--- src/core/twl_map.vh ---
// Purpose: Constants for the three-wire register load port.
// Assumes: Included by twl_load_port.v and twl_reg_mem.v.
// Notes: Field positions of the decoded control bits are local choices.
`ifndef TWL_MAP_VH
`define TWL_MAP_VH

// Serial word layout
`define TWL_WORD_BITS 32
`define TWL_ADDR_BITS 4
`define TWL_ADDR_LSB 0
`define TWL_ADDR_MSB 3
`define TWL_REG_COUNT 16

// Power control register and its fields
`define TWL_PWR_REG_IDX 4'h4
`define TWL_PWR_DOWN_BIT 5
`define TWL_PUMP_TRI_BIT 4
`define TWL_MUX_SEL_LSB 27
`define TWL_MUX_SEL_MSB 29

// Output stage register and its field
`define TWL_OUT_REG_IDX 4'h6
`define TWL_OUT_A_EN_BIT 6

// Monitor multiplexer selections
`define TWL_MUX_LOW 3'h0
`define TWL_MUX_DIG_LOCK 3'h1
`define TWL_MUX_ANA_LOCK 3'h2
`define TWL_MUX_RF_DIV 3'h3
`define TWL_MUX_REF_DIV 3'h4

// Reset values
`define TWL_RST_PWR_DOWN 1'h0
`define TWL_RST_PUMP_TRI 1'h0
`define TWL_RST_OUT_A_EN 1'h1
`define TWL_RST_MUX_SEL 3'h0
`define TWL_RST_WORD 32'h00000000

`endif

--- src/core/twl_reg_mem.v ---
// Purpose: Bank of programmed registers, one write port, one read port.
// Assumes: Single clock; read data registered one cycle after the address.
// Notes: Contents are not cleared by reset, only the read register is.
`timescale 1ns/100ps
`include "twl_map.vh"

module twl_reg_mem #(
  parameter WIDTH = `TWL_WORD_BITS,
  parameter ABITS = `TWL_ADDR_BITS
) (
  // Clock and reset
  input wire clk,
  input wire rst,
  // Write port
  input wire wr_en,
  input wire [ABITS-1:0] wr_addr,
  input wire [WIDTH-1:0] wr_data,
  // Read port
  input wire [ABITS-1:0] rd_addr,
  output reg [WIDTH-1:0] rd_data_q
);

  reg [WIDTH-1:0] mem_q [0:(1<<ABITS)-1];

  always @(posedge clk) begin
    if (wr_en) begin
      mem_q[wr_addr] <= wr_data;
    end
  end

  always @(posedge clk or posedge rst) begin
    if (rst) begin
      rd_data_q <= {WIDTH{1'b0}};
    end else begin
      rd_data_q <= mem_q[rd_addr];
    end
  end

endmodule // twl_reg_mem

--- src/core/twl_load_port.v ---
// Purpose: Three-wire serial write port and pin-level power and monitor control.
// Assumes: Serial pins and control pins are asynchronous to clk and are
//   resynchronised; serial clock is far slower than clk.
// Notes: Operation is described in the comments beside each block.
`timescale 1ns/100ps
`include "twl_map.vh"

module twl_load_port #(
  parameter WORD_BITS = `TWL_WORD_BITS,
  parameter ADDR_BITS = `TWL_ADDR_BITS
) (
  // Clock and reset
  input wire clk,
  input wire rst,
  // Serial write pins
  input wire ser_clk,
  input wire ser_data,
  input wire load_strobe,
  // Power control pins
  input wire chip_enable,
  input wire out_a_power_down_n,
  // Internal monitor sources, same clock domain
  input wire dig_lock,
  input wire ana_lock,
  input wire rf_div_scaled,
  input wire ref_div_scaled,
  // Register read-back
  input wire [ADDR_BITS-1:0] rd_addr,
  output wire [WORD_BITS-1:0] rd_data_q,
  // Section enables
  output reg core_power_on_q,
  output reg pump_output_oe_q,
  output reg main_rf_output_en_q,
  // Monitor output and load event
  output reg monitor_mux_output_q,
  output reg word_loaded_q,
  output reg [ADDR_BITS-1:0] loaded_addr_q
);

  // Pin order inside the synchroniser vectors
  localparam PIN_SCLK = 0;
  localparam PIN_SDATA = 1;
  localparam PIN_LOAD = 2;
  localparam PIN_CE = 3;
  localparam PIN_PDN = 4;
  localparam PIN_COUNT = 5;

  // Two-stage synchronisers; the first stage feeds only the second
  reg [PIN_COUNT-1:0] pin_meta_q;
  reg [PIN_COUNT-1:0] pin_sync_q;
  // Delayed copies for edge detection
  reg sclk_prev_q;
  reg load_prev_q;

  wire [PIN_COUNT-1:0] pin_raw;
  wire sclk_rise;
  wire load_rise;

  assign pin_raw = {out_a_power_down_n, chip_enable, load_strobe, ser_data, ser_clk};

  always @(posedge clk or posedge rst) begin
    if (rst) begin
      pin_meta_q <= {PIN_COUNT{1'b0}};
      pin_sync_q <= {PIN_COUNT{1'b0}};
      sclk_prev_q <= 1'b0;
      load_prev_q <= 1'b0;
    end else begin
      pin_meta_q <= pin_raw;
      pin_sync_q <= pin_meta_q;
      sclk_prev_q <= pin_sync_q[PIN_SCLK];
      load_prev_q <= pin_sync_q[PIN_LOAD];
    end
  end

  // Data travels through the same two stages as the serial clock, so the bit
  // seen at the detected edge is the one present at the pin edge.
  assign sclk_rise = pin_sync_q[PIN_SCLK] & ~sclk_prev_q;
  assign load_rise = pin_sync_q[PIN_LOAD] & ~load_prev_q;

  // Serial shift register
  reg [WORD_BITS-1:0] shift_q;
  reg [WORD_BITS-1:0] shift_d;

  always @* begin
    shift_d = shift_q;
    if (sclk_rise) begin
      shift_d = {shift_q[WORD_BITS-2:0], pin_sync_q[PIN_SDATA]};
    end
  end

  always @(posedge clk or posedge rst) begin
    if (rst) begin
      shift_q <= `TWL_RST_WORD;
    end else begin
      shift_q <= shift_d;
    end
  end

  // Destination select is the last bits shifted in
  wire [ADDR_BITS-1:0] word_addr;
  assign word_addr = shift_q[`TWL_ADDR_MSB:`TWL_ADDR_LSB];

  // Register bank; written only on a load strobe rise
  twl_reg_mem #(
    .WIDTH(WORD_BITS),
    .ABITS(ADDR_BITS)
  ) u_reg_mem (
    .clk(clk),
    .rst(rst),
    .wr_en(load_rise),
    .wr_addr(word_addr),
    .wr_data(shift_q),
    .rd_addr(rd_addr),
    .rd_data_q(rd_data_q)
  );

  // Shadow copies of the control fields that steer logic here. Keeping them
  // in flops avoids a read port on the bank for every field.
  reg sw_power_down_q;
  reg sw_power_down_d;
  reg pump_tristate_q;
  reg pump_tristate_d;
  reg out_a_enable_q;
  reg out_a_enable_d;
  reg [2:0] mux_sel_q;
  reg [2:0] mux_sel_d;

  always @* begin
    sw_power_down_d = sw_power_down_q;
    pump_tristate_d = pump_tristate_q;
    out_a_enable_d = out_a_enable_q;
    mux_sel_d = mux_sel_q;
    if (load_rise) begin
      if (word_addr == `TWL_PWR_REG_IDX) begin
        sw_power_down_d = shift_q[`TWL_PWR_DOWN_BIT];
        pump_tristate_d = shift_q[`TWL_PUMP_TRI_BIT];
        mux_sel_d = shift_q[`TWL_MUX_SEL_MSB:`TWL_MUX_SEL_LSB];
      end
      if (word_addr == `TWL_OUT_REG_IDX) begin
        out_a_enable_d = shift_q[`TWL_OUT_A_EN_BIT];
      end
    end
  end

  always @(posedge clk or posedge rst) begin
    if (rst) begin
      sw_power_down_q <= `TWL_RST_PWR_DOWN;
      pump_tristate_q <= `TWL_RST_PUMP_TRI;
      out_a_enable_q <= `TWL_RST_OUT_A_EN;
      mux_sel_q <= `TWL_RST_MUX_SEL;
    end else begin
      sw_power_down_q <= sw_power_down_d;
      pump_tristate_q <= pump_tristate_d;
      out_a_enable_q <= out_a_enable_d;
      mux_sel_q <= mux_sel_d;
    end
  end

  // Section enables
  wire ce_sync;
  wire pdn_sync;
  wire core_on;
  assign ce_sync = pin_sync_q[PIN_CE];
  assign pdn_sync = pin_sync_q[PIN_PDN];
  assign core_on = ce_sync & ~sw_power_down_q;

  reg monitor_d;

  always @* begin
    case (mux_sel_q)
      `TWL_MUX_DIG_LOCK: begin
        monitor_d = dig_lock;
      end
      `TWL_MUX_ANA_LOCK: begin
        monitor_d = ana_lock;
      end
      `TWL_MUX_RF_DIV: begin
        monitor_d = rf_div_scaled;
      end
      `TWL_MUX_REF_DIV: begin
        monitor_d = ref_div_scaled;
      end
      default: begin
        monitor_d = 1'b0;
      end
    endcase
  end

  always @(posedge clk or posedge rst) begin
    if (rst) begin
      core_power_on_q <= 1'b0;
      pump_output_oe_q <= 1'b0;
      main_rf_output_en_q <= 1'b0;
      monitor_mux_output_q <= 1'b0;
    end else begin
      core_power_on_q <= core_on;
      // Pump floats whenever the chip is off, whatever the tristate bit says
      pump_output_oe_q <= core_on & ~pump_tristate_q;
      // Pin and bit each disable the pair alone; nothing else depends on them
      main_rf_output_en_q <= core_on & pdn_sync & out_a_enable_q;
      // Monitor keeps running while powered down so lock can still be watched
      monitor_mux_output_q <= monitor_d;
    end
  end

  // Load event report
  always @(posedge clk or posedge rst) begin
    if (rst) begin
      word_loaded_q <= 1'b0;
      loaded_addr_q <= {ADDR_BITS{1'b0}};
    end else begin
      word_loaded_q <= load_rise;
      if (load_rise) begin
        loaded_addr_q <= word_addr;
      end
    end
  end

endmodule // twl_load_port

--- config.mk ---
export PLATFORM = sky130hd
export DESIGN_NAME = twl_load_port
export DESIGN_NICKNAME = d
export VERILOG_FILES = /design/src/core/twl_reg_mem.v /design/src/core/twl_load_port.v
export VERILOG_INCLUDE_DIRS = /design/src /design/src/core
export SDC_FILE = /design/constraint.sdc
export NUM_CORES = 1
export LEC_CHECK = 0
export BUFFER_PORTS_ARGS = -buffer_cell sky130_fd_sc_hd__buf_4
export CAP_MARGIN = 10
export CELL_PAD_IN_SITES_DETAIL_PLACEMENT = 0
export CELL_PAD_IN_SITES_GLOBAL_PLACEMENT = 1
export CORE_MARGIN = 2
export CORE_UTILIZATION = 49
export CTS_CLUSTER_DIAMETER = 100
export DETAILED_ROUTE_END_ITERATION = 10
export PLACE_DENSITY = 0.78
export SLEW_MARGIN = 20
export SYNTH_ARGS = -nofsm -noshare
export SYNTH_HDL_FRONTEND = slang
export SYNTH_SLANG_ARGS = --single-unit
export TNS_END_PERCENT = 100
--- constraint.sdc ---
create_clock -name clk -period 4.93 [get_ports clk]
set_clock_uncertainty 0.05 [all_clocks]
set_input_delay 0 -clock clk [delete_from_list [all_inputs] [get_ports clk]]
set_output_delay 0 -clock clk [all_outputs]
set_load 0.005 [all_outputs]
==> load_flow_metrics.sql <==
INSERT INTO impl_metrics (metric_group, metric, value, unit) VALUES
('timing', 'holdWs', '0.2479', 'ns'),
('die', 'floorplan.initialDensity', '49.79', '%'),
('synthesis', 'synth_most_common_cell', 'sky130_fd_sc_hd__edfxtp_1', ''),
('critical_path', 'timing.critical_path.arrival', '3.12', 'ns'),
('synthesis', 'syn-mean-instance-area', '22.98', 'um2'),
('route', 'vias_after_detailed_routing', '9952', ''),
('timing', 'timing.final.hold_violations', '0', ''),
('grt', 'globalRouteTotalUtil', '18.78', '%'),
('layout', 'nNetsFinal', '1079', ''),
('critical_path', 'timing.critical_path.slowest_stage_cell', 'sky130_fd_sc_hd__dfrtp_1', ''),
('critical_path', 'worstPathCellList', 'nand4bb_1 > or3_1 > inv_2', ''),
('die', 'die-area', '46740', 'um2'),
('synthesis', 'synth_compound_gate_area_share', '2.274', '%'),
('timing', 'final_min_period_over_clock_period', '59.93', '%'),
('timing', 'worst-slew-pin-transition', '0.9821', 'ns'),
('clocking', 'cts_buffers', '57', ''),
('die', 'chip_width', '216.2', 'um'),
('timing', 'worst_slew_margin_rel', '34.53', '%'),
('grt', 'pin_count_of_the_biggest_net_entering_global_routing', '66', ''),
('layout', 'antenna-diode-count', '0', ''),
('synthesis', 'synth_adder_area_share', '0', '%'),
('clocking', 'clk_root_buffer_cell', 'sky130_fd_sc_hd__clkbuf_16', ''),
('status', 'status', 'finished clean', ''),
('critical_path', 'path_buf_inv', '1', ''),
('timing', 'timing.setup.tns', '0', 'ns'),
('route', 'postRouteWirelength', '42520', 'um'),
('clocking', 'cts_sinks', '603', ''),
('clocking', 'holdBufCountCts', '15', ''),
('synthesis', 'synth_simple_gate_area_share', '1.389', '%'),
('die', 'io-pin-count', '56', ''),
('route', 'drt_first_iter_violations', '1013', ''),
('hold_path', 'tightest_hold_check_type', 'in2reg', ''),
('critical_path', 'timing.critical_path.from_type', 'register', ''),
('synthesis', 'synth_top_flop_cell', 'sky130_fd_sc_hd__edfxtp_1', ''),
('synthesis', 'synth-edff-count', '512', ''),
('critical_path', 'worst-path-max-fanout', '32', ''),
('route', 'vias_per_cell', '5.837', ''),
('timing', 'final-max-slew-violation-count', '0', ''),
('clocking', 'post_cts.repair.setup_buffers', '0', ''),
('power_and_ir_drop', 'power.density', '457.7', 'nW/um2'),
('timing', 'final_period_demand_of_the_worst_path', '2.955', 'ns'),
('die', 'placement_rows', '77', ''),
('clocking', 'clk_pin_slew', '0.06', 'ns'),
('synthesis', 'yosys-top-cells-count', 'sky130_fd_sc_hd__edfxtp_1 (512), sky130_fd_sc_hd__mux4_2 (128), sky130_fd_sc_hd__dfrtp_1 (90), sky130_fd_sc_hd__a22oi_1 (64), sky130_fd_sc_hd__mux2_2 (40)', ''),
('clocking', 'post_cts_sizing', '0', ''),
('timing', 'finalSetupViolCount', '0', ''),
('synthesis', 'syn_nets', '975', ''),
('synthesis', 'share_of_the_synthesized_netlist_area_taken_by_xor_and_xnor_gates', '0', '%'),
('timing', 'fmaxAchievable', '338.4', 'MHz'),
('critical_path', 'critPathMaxStageDelay', '0.73', 'ns'),
('critical_path', 'path_delay_family', 'simple AND/OR/NAND/NOR gates', ''),
('place', 'globalplace.congestion', '0.6987', ''),
('grt', 'grt_antenna_before_repair', '1', ''),
('critical_path', 'cp.required', '5.10', 'ns'),
('synthesis', 'synth-seq-area-share', '80.01', '%'),
('power_and_ir_drop', 'p_leak', '8.652', 'nW'),
('synthesis', 'synth_top_area_share', '69.68', '%'),
('synthesis', 'yosys.cell_types.count', '28', ''),
('synthesis', 'synth_top_family_by_area', 'multiplexers', ''),
('grt', 'grt_pass1_vias', '10390', ''),
('clocking', 'cts_htree_levels', '2', ''),
('layout', 'synthToLayoutAreaGrowth', '16.33', '%'),
('timing', 'rsz_0062_raised_after_global_routing', 'no', ''),
('synthesis', 'synth.ff_latch_count', '603', ''),
('place', 'dp_hpwl', '21730', 'um'),
('critical_path', 'endpoint_kind', 'register', ''),
('route', 'drcViolationCount', '0', ''),
('die', 'die_h', '216.2', 'um'),
('route', 'drtPass1Iterations', '5', ''),
('place', 'placement.io_buffers', '55', ''),
('synthesis', 'ys.warnings.count', '0', '');
## cells in the final DEF (no fill, tap or decap), types with 2 or more instances in the layout
cell type and n:
sky130_fd_sc_hd__nand3b_1 2, sky130_fd_sc_hd__mux2_2 40, sky130_fd_sc_hd__bufinv_16 11, sky130_fd_sc_hd__buf_16 6, sky130_fd_sc_hd__mux4_2 128, sky130_fd_sc_hd__edfxtp_1 512
sky130_fd_sc_hd__nand2b_1 2, sky130_fd_sc_hd__nor2b_1 4, sky130_fd_sc_hd__dfrtp_1 90, sky130_fd_sc_hd__nor3_2 3, sky130_fd_sc_hd__nor2b_4 2, sky130_fd_sc_hd__dlygate4sd3_1 16
sky130_fd_sc_hd__clkbuf_16 59, sky130_fd_sc_hd__clkinvlp_4 6, sky130_fd_sc_hd__inv_6 2, sky130_fd_sc_hd__nor2_4 13, sky130_fd_sc_hd__a22oi_1 64, sky130_fd_sc_hd__clkinv_1 3
sky130_fd_sc_hd__clkinv_2 13, sky130_fd_sc_hd__mux2_1 2, sky130_fd_sc_hd__clkbuf_1 5, sky130_fd_sc_hd__clkinv_4 4, sky130_fd_sc_hd__nand2_1 33, sky130_fd_sc_hd__clkbuf_8 6
sky130_fd_sc_hd__buf_4 72
## layout make-up
type                       instances  area [um2]
clock buffer                      69        1564
clock inverter                    39       504.2
fill                            3180       18650
inverter                           2       10.01
multi-input combinational        304        4295
sequential                       603       17650
tap                              592       740.7
timing repair buffer              96       899.6
## layer usage
metal | wire length (um) | vias up | GRT usage (%)
met2 | 20880 | 307 | 30.15
met1 | 18570 | 5371 | 27.19
met5 | 13 | - | 0
li1 | - | 4210 | -
met4 | 710 | 2 | 4.817
met3 | 2340 | 62 | 3.200
## flip-flops by register name, indices dropped and copies added (netlist names)
name and count:
u_reg_mem.mem_q 512, shift_q 32, u_reg_mem.rd_data_q 32, pin_meta_q 5, pin_sync_q 5, loaded_addr_q 4
mux_sel_q 3, core_power_on_q 1, load_prev_q 1, main_rf_output_en_q 1, monitor_mux_output_q 1, out_a_enable_q 1
pump_output_oe_q 1, pump_tristate_q 1, sclk_prev_q 1, sw_power_down_q 1, word_loaded_q 1
## final timing paths
check                         startpoint                       to  slack (ns)  cells past startpoint
min in group asynchronous            rst     monitor_mux_output_q        0.55                      4
min                           rd_addr[1]  u_reg_mem.rd_data_q[15]        0.25                      4
max reg2reg                   shift_q[2]   u_reg_mem.mem_q[4][17]        1.98                      3
min reg2reg                pin_meta_q[1]            pin_sync_q[1]        0.30                      0
max in group asynchronous            rst              shift_q[16]        3.10                      5
max                           shift_q[2]   u_reg_mem.mem_q[4][17]        1.98                      3
## kinds of logic after synthesis
kind of cell / count (synthesis)
AND/OR/NAND/NOR: 67
AO/OA/AOI/OAI: 67
buffers and inverters: 53
flip-flops: 603
multiplexers: 170
## tightest hold or removal path: cells and delay by family
family	cells	cell delay, ns
muxes	1	0.33
and+or+nand+nor	1	0.07
buffers and inverters	1	0.36
AOI/OAI and AO/OA	1	0.06
## per-stage QoR
stage          total power [W]  util (%)  cells  area [um2]  worst slack (ns)
2_1_floorplan         0.006750         -    960       22060             1.098
3_3_place_gp          0.007091     52.52   1575       23270             2.055
3_5_place_dp          0.007131     52.52   1575       23270             1.953
4_1_cts                0.01184     57.52   1698       25490             1.957
5_1_grt                0.01215     57.92   1705       25670             1.766
6_report               0.01175     57.92   1705       25670             1.975
## power breakdown
part | internal [W] | leakage, nW | switching (W)
Clock | 0.00284 | 1.01 | 0.00187
Combinational | 0.000314 | 1.87 | 0.000334
Sequential | 0.00605 | 5.77 | 0.000340
Total | 0.00921 | 8.65 | 0.00254
Power figures use the tool's default switching activity.
